==> src/inc/fsk_if_pkg.sv <==
package fsk_if_pkg;

    // Register byte offsets
    localparam logic [7:0] REG_CTRL = 8'h00;
    localparam logic [7:0] REG_STATUS = 8'h04;
    localparam logic [7:0] REG_INT_STATUS = 8'h08;
    localparam logic [7:0] REG_INT_MASK = 8'h0c;
    localparam logic [7:0] REG_LAST_WORD = 8'h10;

    // Field positions
    localparam int CTRL_RX_ENABLE_BIT = 0;
    localparam int INT_WORD_BIT = 0;
    localparam int INT_FRAMING_BIT = 1;
    localparam int INT_OVERRUN_BIT = 2;
    localparam int INT_WIDTH = 3;

    // Reset values
    localparam logic CTRL_RESET = 1'b1;
    localparam logic [2:0] INT_MASK_RESET = 3'h0;
    localparam logic [8:0] WORD_RESET = 9'h1ff;

    // Bit timing in oscillator ticks
    localparam int OSC_HZ = 3579545;
    localparam int BAUD = 1200;
    localparam logic [11:0] BIT_TICKS = 12'((OSC_HZ + BAUD / 2) / BAUD);
    localparam logic [11:0] HALF_TICKS = 12'(((OSC_HZ + BAUD / 2) / BAUD) / 2);
    localparam logic [11:0] STROBE_TICKS = 12'(((OSC_HZ + BAUD / 2) / BAUD) / 4);
    localparam int DATA_BITS = 8;

    // AXI4-Lite response codes
    localparam logic [1:0] RESP_OKAY = 2'h0;
    localparam logic [1:0] RESP_SLVERR = 2'h2;

    typedef enum logic [3:0] {
        RX_IDLE = 4'b0001,
        RX_START = 4'b0010,
        RX_DATA = 4'b0100,
        RX_STOP = 4'b1000
    } rx_state_t;

    typedef struct packed {
        logic awvalid;
        logic [7:0] awaddr;
        logic wvalid;
        logic [31:0] wdata;
        logic [3:0] wstrb;
        logic bready;
        logic arvalid;
        logic [7:0] araddr;
        logic rready;
    } axil_req_t;

    typedef struct packed {
        logic awready;
        logic wready;
        logic bvalid;
        logic [1:0] bresp;
        logic arready;
        logic rvalid;
        logic [31:0] rdata;
        logic [1:0] rresp;
    } axil_rsp_t;

endpackage : fsk_if_pkg

==> src/rtl/fsk_serial_data_interface.sv <==
`timescale 1ns/1ps
// Overview of operation
// RQ1: Select low gives mode 0: demodulated bits go straight to the data pin.
// RQ2: Select high gives mode 1: each received byte is held for serial reading.
// RQ3: Select high with both function selects low powers the whole chip down.
// RQ4: Mode 0 drives the shift clock pin with a strobe at each bit centre.
// RQ5: Mode 1 makes shift clock an input; host pulses shift the byte out.
// RQ6: FSK always uses the line path; tone detect uses line or hybrid path.
// RQ7: Demodulated asynchronous data is recovered at 1200 baud.
// RQ8: FSK or tone section powers down alone when not selected.
// RQ9: All bit timing counts ticks of the 3.579545MHz oscillator.
// RQ10: Mode 1 drops start bit, keeps eight data bits and stop bit.
// RQ11: Host gives eight shift pulses per word, a ninth for the stop bit.
// RQ12: Word ready idles high, pulses low half a bit at word end.
// RQ13: In mode 1 the first rising shift clock returns word ready high.
// RQ14: First data bit is on the pin at word ready; each rising edge advances it.
module fsk_serial_data_interface
    import fsk_if_pkg::*;
(
    // Clock and reset
    input wire logic mclk_in,
    input wire logic arst_n_in,
    // Register bus
    input wire axil_req_t axil_req_in,
    output axil_rsp_t axil_rsp_out,
    output logic irq_out,
    // Mode and function pins
    input wire logic interface_select_in,
    input wire logic function_select_a_in,
    input wire logic function_select_b_in,
    input wire logic oscillator_input_in,
    // Front end
    input wire logic fsk_bit_in,
    input wire logic carrier_detect_n_in,
    input wire logic tone_detect_in,
    // Serial interface
    input wire logic shift_clock_pin_in,
    output logic shift_clock_pin_out,
    output logic shift_clock_pin_oe_out,
    output logic data_out,
    output logic word_ready_or_delayed_steer_n_out,
    // Power and path control
    output logic full_power_down_out,
    output logic fsk_power_down_out,
    output logic tone_power_down_out,
    output logic tone_use_hybrid_out
);

    // Function decode
    logic mode1;
    logic fsk_sel;
    logic full_pd;
    assign mode1 = interface_select_in;
    assign full_pd = interface_select_in & ~function_select_a_in & ~function_select_b_in; // see RQ3
    assign fsk_sel = function_select_a_in ~^ function_select_b_in;

    always_ff @(posedge mclk_in or negedge arst_n_in) begin
        if (!arst_n_in) begin
            full_power_down_out <= 1'b1;
            fsk_power_down_out <= 1'b1;
            tone_power_down_out <= 1'b1;
            tone_use_hybrid_out <= 1'b0;
        end else begin
            full_power_down_out <= full_pd; // see RQ3
            fsk_power_down_out <= full_pd | ~fsk_sel; // see RQ8
            tone_power_down_out <= full_pd | fsk_sel; // see RQ8
            tone_use_hybrid_out <= function_select_a_in & ~function_select_b_in; // see RQ6
        end
    end

    // Oscillator tick; bit timing never uses mclk directly
    logic osc_d_r;
    logic tick;
    always_ff @(posedge mclk_in or negedge arst_n_in) begin
        if (!arst_n_in) begin
            osc_d_r <= 1'b0;
        end else begin
            osc_d_r <= oscillator_input_in;
        end
    end
    assign tick = oscillator_input_in & ~osc_d_r; // see RQ9

    // Control register
    logic rx_enable_r;
    logic [INT_WIDTH-1:0] int_sts_r;
    logic [INT_WIDTH-1:0] int_mask_r;
    logic fsk_on;
    assign fsk_on = rx_enable_r & fsk_sel & ~full_pd & ~carrier_detect_n_in;

    // Receiver
    rx_state_t state_r;
    logic [11:0] tick_cnt_r;
    logic [3:0] bit_idx_r;
    logic [7:0] rx_byte_r;
    logic centre;
    logic word_done;
    logic [8:0] word;
    logic at_half;
    logic at_bit;
    assign at_half = tick && tick_cnt_r == HALF_TICKS - 12'h001;
    assign at_bit = tick && tick_cnt_r == BIT_TICKS - 12'h001;
    assign centre = (state_r == RX_START && at_half) || (state_r != RX_IDLE
        && state_r != RX_START && at_bit);
    assign word_done = state_r == RX_STOP && at_bit;
    assign word = {fsk_bit_in, rx_byte_r}; // see RQ10

    always_ff @(posedge mclk_in or negedge arst_n_in) begin
        if (!arst_n_in) begin
            state_r <= RX_IDLE;
            tick_cnt_r <= 12'h000;
            bit_idx_r <= 4'h0;
            rx_byte_r <= 8'h00;
        end else if (!fsk_on) begin
            state_r <= RX_IDLE;
            tick_cnt_r <= 12'h000;
        end else begin
            if (tick) begin
                tick_cnt_r <= (at_bit || at_half && state_r == RX_START) ? 12'h000
                    : tick_cnt_r + 12'h001; // see RQ7
            end
            case (state_r)
                RX_IDLE: begin
                    tick_cnt_r <= 12'h000;
                    if (!fsk_bit_in) begin
                        state_r <= RX_START;
                    end
                end
                RX_START: begin
                    if (at_half) begin
                        bit_idx_r <= 4'h0;
                        state_r <= fsk_bit_in ? RX_IDLE : RX_DATA;
                    end
                end
                RX_DATA: begin
                    if (at_bit) begin
                        rx_byte_r <= {fsk_bit_in, rx_byte_r[7:1]}; // see RQ10
                        bit_idx_r <= bit_idx_r + 4'h1;
                        if (bit_idx_r == 4'(DATA_BITS - 1)) begin
                            state_r <= RX_STOP;
                        end
                    end
                end
                RX_STOP: begin
                    if (at_bit) begin
                        state_r <= RX_IDLE;
                    end
                end
                default: state_r <= RX_IDLE;
            endcase
        end
    end

    // Shift clock pin: strobe out in mode 0, input in mode 1
    logic [11:0] strobe_cnt_r;
    logic sclk_d_r;
    logic sclk_rise;
    always_ff @(posedge mclk_in or negedge arst_n_in) begin
        if (!arst_n_in) begin
            shift_clock_pin_out <= 1'b0;
            shift_clock_pin_oe_out <= 1'b0;
            strobe_cnt_r <= 12'h000;
        end else begin
            shift_clock_pin_oe_out <= ~mode1; // see RQ4 RQ5
            if (mode1 || !fsk_on) begin
                shift_clock_pin_out <= 1'b0;
                strobe_cnt_r <= 12'h000;
            end else if (centre) begin
                shift_clock_pin_out <= 1'b1; // see RQ4
                strobe_cnt_r <= STROBE_TICKS;
            end else if (tick && strobe_cnt_r != 12'h000) begin
                strobe_cnt_r <= strobe_cnt_r - 12'h001;
                shift_clock_pin_out <= strobe_cnt_r != 12'h001;
            end
        end
    end

    always_ff @(posedge mclk_in or negedge arst_n_in) begin
        if (!arst_n_in) begin
            sclk_d_r <= 1'b0;
        end else begin
            sclk_d_r <= shift_clock_pin_in;
        end
    end
    // Schmitt input is already clean; edge only counts while the pin is ours to read
    assign sclk_rise = mode1 & ~shift_clock_pin_oe_out & shift_clock_pin_in & ~sclk_d_r;

    // Buffer and data pin
    logic [8:0] shift_r;
    logic [8:0] last_word_r;
    logic unread_r;
    always_ff @(posedge mclk_in or negedge arst_n_in) begin
        if (!arst_n_in) begin
            shift_r <= WORD_RESET;
            last_word_r <= WORD_RESET;
            data_out <= 1'b1;
        end else if (!mode1) begin
            data_out <= fsk_on ? fsk_bit_in : 1'b1; // see RQ1
        end else if (word_done) begin
            shift_r <= word; // see RQ2 RQ10
            last_word_r <= word;
            data_out <= word[0]; // see RQ14
        end else if (sclk_rise) begin
            shift_r <= {1'b1, shift_r[8:1]}; // see RQ11
            data_out <= shift_r[1]; // see RQ14
        end
    end

    // Word ready or delayed steer
    logic [11:0] ready_cnt_r;
    always_ff @(posedge mclk_in or negedge arst_n_in) begin
        if (!arst_n_in) begin
            word_ready_or_delayed_steer_n_out <= 1'b1;
            ready_cnt_r <= 12'h000;
        end else if (!fsk_sel || full_pd) begin
            word_ready_or_delayed_steer_n_out <= ~tone_detect_in;
            ready_cnt_r <= 12'h000;
        end else if (word_done) begin
            word_ready_or_delayed_steer_n_out <= 1'b0; // see RQ12
            ready_cnt_r <= HALF_TICKS;
        end else if (sclk_rise) begin
            word_ready_or_delayed_steer_n_out <= 1'b1; // see RQ13
            ready_cnt_r <= 12'h000;
        end else if (tick && ready_cnt_r != 12'h000) begin
            ready_cnt_r <= ready_cnt_r - 12'h001;
            word_ready_or_delayed_steer_n_out <= ready_cnt_r == 12'h001; // see RQ12
        end else if (ready_cnt_r == 12'h000) begin
            // Leaving tone mode must not leave a stale low on the pin
            word_ready_or_delayed_steer_n_out <= 1'b1; // see RQ12
        end
    end

    // Interrupt events
    logic [INT_WIDTH-1:0] events;
    assign events = {word_done & mode1 & unread_r, word_done & ~fsk_bit_in, word_done};

    always_ff @(posedge mclk_in or negedge arst_n_in) begin
        if (!arst_n_in) begin
            unread_r <= 1'b0;
        end else if (word_done && mode1) begin
            unread_r <= 1'b1;
        end else if (sclk_rise || !mode1) begin
            unread_r <= 1'b0;
        end
    end

    // AXI4-Lite slave
    logic aw_have_r;
    logic w_have_r;
    logic [7:0] aw_addr_r;
    logic [31:0] w_data_r;
    logic [3:0] w_strb_r;
    logic do_write;
    logic wr_ok;
    logic [31:0] rd_data;
    logic rd_ok;
    assign do_write = aw_have_r & w_have_r & ~axil_rsp_out.bvalid;
    assign wr_ok = aw_addr_r == REG_CTRL || aw_addr_r == REG_STATUS
        || aw_addr_r == REG_INT_STATUS || aw_addr_r == REG_INT_MASK
        || aw_addr_r == REG_LAST_WORD;

    always_comb begin
        rd_data = 32'h0000_0000;
        rd_ok = 1'b1;
        case (axil_req_in.araddr)
            REG_CTRL: rd_data = {31'h0, rx_enable_r};
            REG_STATUS: rd_data = {24'h0, unread_r, ~carrier_detect_n_in, state_r == RX_IDLE,
                fsk_power_down_out, tone_power_down_out, full_power_down_out, fsk_sel, mode1};
            REG_INT_STATUS: rd_data = {29'h0, int_sts_r};
            REG_INT_MASK: rd_data = {29'h0, int_mask_r};
            REG_LAST_WORD: rd_data = {23'h0, last_word_r};
            default: rd_ok = 1'b0;
        endcase
    end

    always_ff @(posedge mclk_in or negedge arst_n_in) begin
        if (!arst_n_in) begin
            aw_have_r <= 1'b0;
            w_have_r <= 1'b0;
            aw_addr_r <= 8'h00;
            w_data_r <= 32'h0000_0000;
            w_strb_r <= 4'h0;
            axil_rsp_out.awready <= 1'b0;
            axil_rsp_out.wready <= 1'b0;
            axil_rsp_out.bvalid <= 1'b0;
            axil_rsp_out.bresp <= RESP_OKAY;
        end else begin
            axil_rsp_out.awready <= ~aw_have_r & ~axil_rsp_out.awready;
            axil_rsp_out.wready <= ~w_have_r & ~axil_rsp_out.wready;
            if (axil_req_in.awvalid && axil_rsp_out.awready) begin
                aw_have_r <= 1'b1;
                aw_addr_r <= axil_req_in.awaddr;
            end
            if (axil_req_in.wvalid && axil_rsp_out.wready) begin
                w_have_r <= 1'b1;
                w_data_r <= axil_req_in.wdata;
                w_strb_r <= axil_req_in.wstrb;
            end
            if (do_write) begin
                axil_rsp_out.bvalid <= 1'b1;
                axil_rsp_out.bresp <= wr_ok ? RESP_OKAY : RESP_SLVERR;
            end else if (axil_req_in.bready && axil_rsp_out.bvalid) begin
                axil_rsp_out.bvalid <= 1'b0;
                aw_have_r <= 1'b0;
                w_have_r <= 1'b0;
            end
        end
    end

    always_ff @(posedge mclk_in or negedge arst_n_in) begin
        if (!arst_n_in) begin
            axil_rsp_out.arready <= 1'b0;
            axil_rsp_out.rvalid <= 1'b0;
            axil_rsp_out.rdata <= 32'h0000_0000;
            axil_rsp_out.rresp <= RESP_OKAY;
        end else begin
            axil_rsp_out.arready <= ~axil_rsp_out.rvalid & ~axil_rsp_out.arready
                & axil_req_in.arvalid;
            if (axil_req_in.arvalid && axil_rsp_out.arready) begin
                axil_rsp_out.rvalid <= 1'b1;
                axil_rsp_out.rdata <= rd_data;
                axil_rsp_out.rresp <= rd_ok ? RESP_OKAY : RESP_SLVERR;
            end else if (axil_req_in.rready && axil_rsp_out.rvalid) begin
                axil_rsp_out.rvalid <= 1'b0;
            end
        end
    end

    // Registers; an event in the clearing cycle survives
    always_ff @(posedge mclk_in or negedge arst_n_in) begin
        if (!arst_n_in) begin
            rx_enable_r <= CTRL_RESET;
            int_mask_r <= INT_MASK_RESET;
            int_sts_r <= '0;
            irq_out <= 1'b0;
        end else begin
            if (do_write && w_strb_r[0] && aw_addr_r == REG_CTRL) begin
                rx_enable_r <= w_data_r[CTRL_RX_ENABLE_BIT];
            end
            if (do_write && w_strb_r[0] && aw_addr_r == REG_INT_MASK) begin
                int_mask_r <= w_data_r[INT_WIDTH-1:0];
            end
            if (do_write && w_strb_r[0] && aw_addr_r == REG_INT_STATUS) begin
                int_sts_r <= (int_sts_r & ~w_data_r[INT_WIDTH-1:0]) | events;
            end else begin
                int_sts_r <= int_sts_r | events;
            end
            irq_out <= |(int_sts_r & int_mask_r);
        end
    end

    // Checks
    property p_mode0_stream;
        @(posedge mclk_in) disable iff (!arst_n_in)
        !mode1 && fsk_on |=> data_out == $past(fsk_bit_in);
    endproperty
    a_mode0_stream: assert property (p_mode0_stream) else $error("mode 0 data lost"); // see RQ1

    property p_mode1_load;
        @(posedge mclk_in) disable iff (!arst_n_in)
        mode1 && word_done |=> shift_r == $past(word) && last_word_r == $past(word);
    endproperty
    a_mode1_load: assert property (p_mode1_load) else $error("buffer not loaded"); // see RQ2

    property p_full_pd;
        @(posedge mclk_in) disable iff (!arst_n_in)
        full_pd |=> full_power_down_out && fsk_power_down_out && tone_power_down_out;
    endproperty
    a_full_pd: assert property (p_full_pd) else $error("power down missed"); // see RQ3

    property p_strobe_out;
        @(posedge mclk_in) disable iff (!arst_n_in)
        !mode1 && fsk_on && centre ##1 !mode1 |-> shift_clock_pin_out && shift_clock_pin_oe_out;
    endproperty
    a_strobe_out: assert property (p_strobe_out) else $error("no centre strobe"); // see RQ4

    property p_sclk_input;
        @(posedge mclk_in) disable iff (!arst_n_in)
        mode1 |=> !shift_clock_pin_oe_out;
    endproperty
    a_sclk_input: assert property (p_sclk_input) else $error("shift clock driven in mode 1"); // see RQ5

    property p_sections;
        @(posedge mclk_in) disable iff (!arst_n_in)
        !full_pd |=> fsk_power_down_out != tone_power_down_out;
    endproperty
    a_sections: assert property (p_sections) else $error("section power wrong"); // see RQ8

    property p_ready_low;
        @(posedge mclk_in) disable iff (!arst_n_in)
        word_done && fsk_sel && !full_pd |=> !word_ready_or_delayed_steer_n_out;
    endproperty
    a_ready_low: assert property (p_ready_low) else $error("word ready not low"); // see RQ12

    property p_read_clears;
        @(posedge mclk_in) disable iff (!arst_n_in)
        sclk_rise && !word_done && fsk_sel && !full_pd |=> word_ready_or_delayed_steer_n_out;
    endproperty
    a_read_clears: assert property (p_read_clears) else $error("read did not clear"); // see RQ13

    property p_shift_advance;
        @(posedge mclk_in) disable iff (!arst_n_in)
        sclk_rise && !word_done |=> data_out == $past(shift_r[1]);
    endproperty
    a_shift_advance: assert property (p_shift_advance) else $error("shift did not advance"); // see RQ14

    c_word: cover property (@(posedge mclk_in) disable iff (!arst_n_in) word_done && mode1);
    c_framing: cover property (@(posedge mclk_in) disable iff (!arst_n_in) word_done && !fsk_bit_in);
    c_read: cover property (@(posedge mclk_in) disable iff (!arst_n_in)
        !word_ready_or_delayed_steer_n_out && sclk_rise);

endmodule : fsk_serial_data_interface

==> config.mk <==
export PLATFORM = sky130hd
export DESIGN_NAME = fsk_serial_data_interface
export DESIGN_NICKNAME = d
export VERILOG_FILES = /design/src/inc/fsk_if_pkg.sv /design/src/rtl/fsk_serial_data_interface.sv
export SDC_FILE = /design/constraint.sdc
export NUM_CORES = 1
export LEC_CHECK = 0
export BUFFER_PORTS_ARGS = -buffer_cell sky130_fd_sc_hd__buf_2
export CORE_ASPECT_RATIO = 1.4
export CORE_UTILIZATION = 40
export DETAILED_ROUTE_END_ITERATION = 8
export GPL_ROUTABILITY_DRIVEN = 0
export PLACE_DENSITY = 0.71
export SLEW_MARGIN = 0
export SYNTH_ARGS = -nofsm -noshare
export SYNTH_HDL_FRONTEND = slang
export SYNTH_SLANG_ARGS = --single-unit
export TNS_END_PERCENT = 30
==> constraint.sdc <==
create_clock -name mclk_in -period 2.7 [get_ports mclk_in]
set_input_delay 0.405 -clock mclk_in [delete_from_list [all_inputs] [get_ports mclk_in]]
set_output_delay 0.405 -clock mclk_in [all_outputs]
set_load 0.02 [all_outputs]
==> results.yml <==
floorplanning:
  floorplan.initialDensity: 0.413
  core_mm2: 0.0146
  row_count: 52
  die-height_um: 147
  die_w_um: 106
  die-area_mm2: 0.0156
  io_pins: 117
detailed_routing:
  ant_nets: 0
  vias: 4470
  dr.pass1.iters: 4
  first_iter_violations: 243
  route.detailed.drc: 0
  wl_um: 13100
  routedWlPerCell_um: 15.6
  vias_per_cell: 5.33
setup_path:
  slowest_delay_ps: 660
  cp_slowest_cell: "a22oi_1"
  cp-start-kind: "flop"
  crit_chain: "inv_1 > ha_1 > nand4bb_4 > nor4_4 > buf_4 > a22oi_1 > nand2b_2 > a211oi_1"
  worst_setup_path_end_kind: "flop"
  path_class: "flop to flop"
  r2r_slack_ps: 410
  path_depth: 8
  critPathBufInv: 2
  arrival_ps: 2620
  cp_max_fo: 10
  cp_top_family: "compound AO/OA/AOI/OAI gates"
  reg2regPathDepth: 8
  cp.required_ps: 3030
hold_path:
  hold_class: "input port to async pin"
clocking:
  clock-root-buffer: "clkbuf_16"
  clock_latency_ps: 420
  htree_num_levels: 4
  cts_setup_buffers: 0
  cts_buffers: 17
  post_cts_resized: 0
  cts_sinks: 118
  clock_path_buffers: 2
  ctsHoldBuffers: 0
  clk_pin_slew_ps: 60
  cts_tree: "built"
global_route:
  grt_max_degree: 46
  top_usage_layer: "met2"
  grt_pass1_vias: 4513
  use_met1: 0.201
  use_met3: 0.0410
  antenna_found_initial: 0
  overflow: 0
  met2_usage: 0.315
  grtUsageTotal: 0.175
  grt_pass1_wl_um: 21800
power_and_ir_drop:
  clkPwrFrac: 0.359
  p_sw_uw: 1960
  seqPwrFrac: 0.395
  p_per_area_mw_per_mm2: 845
  p_int_uw: 3990
  switching_share: 0.330
  p_leak_uw: 0.00317
  p_comb_frac: 0.247
  vdd_drop_max_v: 0.000538
logic_synthesis:
  async_reset_ff_frac: 1.00
  synth_flop_cell: "dfrtp_1"
  synth_cell_type_count: 70
  synthCells: 567
  syn_area_mm2: 0.00605
  synth_edf_count: 0
  synth-warning-count: 0
  synth.yosys.seq_area_share: 0.493
  synth-seq-cells: 118
  syn_area_per_cell_um2: 10.7
sta:
  worst_pin_slew_ps: 835
  setup_violations: 0
  hold_viol_final: 3
  finalSetupTns_ps: 0
  fin_ws_ps: 406
  slew_headroom: 0.443
  fin_crit_sh: 0.850
  max_freq_mhz: 436
  min_period_ps: 2290
  skew_ps: 9.95
  slew_violations: 0
  grt_setup_unrepaired: "false"
  timing.hold.ws_ps: -19.6
place:
  hpwl_um: 9550
  place_area_mm2: 0.00648
  port_buffers: 59
  pre_cts_slack_ps: 394
layout:
  drive_gt1_frac: 0.273
  nets: 713
  antenna_cells: 0
  syn2layout_area_growth_pct: 16.4
  finish.instance_area_mm2: 0.00704
outcome:
  status: "finished with violations"
  violations: "hold timing"
run:
  drv_cap: 0
sequential cells by signal (all words and copies together) (netlist names), 3 cells and up:
register and cells:
ready_cnt_r 12, axil_rsp_out 16, aw_addr_r 8, last_word_r 9, rx_byte_r 8, int_mask_r 3, int_sts_r 3, tick_cnt_r 12
state_r 4, w_data_r 3, shift_r 8, bit_idx_r 4, strobe_cnt_r 12
cell usage after synthesis (6+ instances only):
library cell / count / area share
dfrtp_1: 94 / 0.39
nand2_1: 45 / 0.028
nor2_1: 45 / 0.028
mux2_2: 33 / 0.061
a21oi_1: 32 / 0.026
buf_4: 30 / 0.037
dfstp_2: 24 / 0.10
inv_1: 23 / 0.014
nand3_1: 19 / 0.016
o21ai_0: 18 / 0.015
xor2_1: 15 / 0.022
nor3_1: 13 / 0.011
a22o_1: 11 / 0.016
ha_1: 10 / 0.021
xnor2_1: 9 / 0.013
clkbuf_1: 8 / 0.0050
nand4_1: 8 / 0.0083
o32ai_1: 8 / 0.012
nand3b_1: 7 / 0.0087
a31oi_1: 6 / 0.0062
mux2i_1: 6 / 0.0099
nor2b_1: 6 / 0.0062
nor4_1: 6 / 0.0062
layer usage:
layer / vias up / wire (um)
met1: 2213 / 5320
met3: 14 / 524
met5: - / 0
met4: 0 / 163
li1: 2133 / -
met2: 110 / 7090
cell usage in the layout (no fill, tap or decap), drive strengths merged, types with 14 or more instances in the layout:
cell    synthesis  layout
nand2          47      47
dfstp          24      24
mux2           34      34
dfrtp          94      94
conb            1      25
o21ai          18      18
a21oi          32      32
xor2           15      15
nand3          20      20
clkbuf          8      18
inv            23      26
buf            35      69
nor2           45      45
nor3           14      14
per-stage QoR:
step	utilization	hold slack (ps)	instances	total power (uW)
detailed placement	0.442	445	806	3830
finish	0.481	-19.6	838	5950
floorplan	-	109	591	3410
global placement	0.442	430	806	3750
CTS	0.481	3.51	838	5990
global route	0.481	31.4	838	6270
path summary, 6_finish.rpt:
kind	start	end
max in group asynchronous	arst_n_in	state_r[0]$_DFFE_PN1P_
setup reg to reg	tick_cnt_r[0]$_DFFE_PN0P_	strobe_cnt_r[1]$_DFFE_PN0P_
min in group mclk_in	shift_clock_pin_in	sclk_d_r$_DFF_PN0_
hold reg to reg	w_have_r$_DFF_PN0_	axil_rsp_out[39]$_DFF_PN0_
hold / removal	arst_n_in	strobe_cnt_r[10]$_DFFE_PN0P_
setup / recovery	tick_cnt_r[0]$_DFFE_PN0P_	strobe_cnt_r[1]$_DFFE_PN0P_
kinds of logic (layout without fill, tap and decap cells):
| family | count (synthesis) | count (layout) | synth area share |
|---|---|---|---|
| mux | 40 | 40 | 0.0739 |
| compound gates | 102 | 102 | 0.112 |
| flops | 118 | 118 | 0.493 |
| buf+inv | 66 | 124 | 0.0612 |
| other cells | 1 | 25 | 0.000620 |
| xor+xnor | 24 | 24 | 0.0348 |
| simple gates | 206 | 206 | 0.204 |
| fa+ha+maj | 10 | 10 | 0.0207 |
layout make-up:
class | count | area (um2)
Clock buffer | 18 | 439
Clock inverter | 14 | 126
Fill cell | 1331 | 7600
Inverter | 23 | 86.3
Multi-Input combinational cell | 407 | 2790
Sequential cell | 118 | 2980
Tap cell | 189 | 236
Timing Repair Buffer | 69 | 385
power groups by stage:
stage / clock network [uW] / logic (uW) / registers [uW]
global placement: 0 / 1400 / 2350
finish: 2140 / 1470 / 2350
floorplan: 0 / 1050 / 2360
global route: 2250 / 1630 / 2390
detailed placement: 0 / 1450 / 2370
CTS: 2170 / 1470 / 2350
Note: power is estimated with default switching activity, not from simulation.
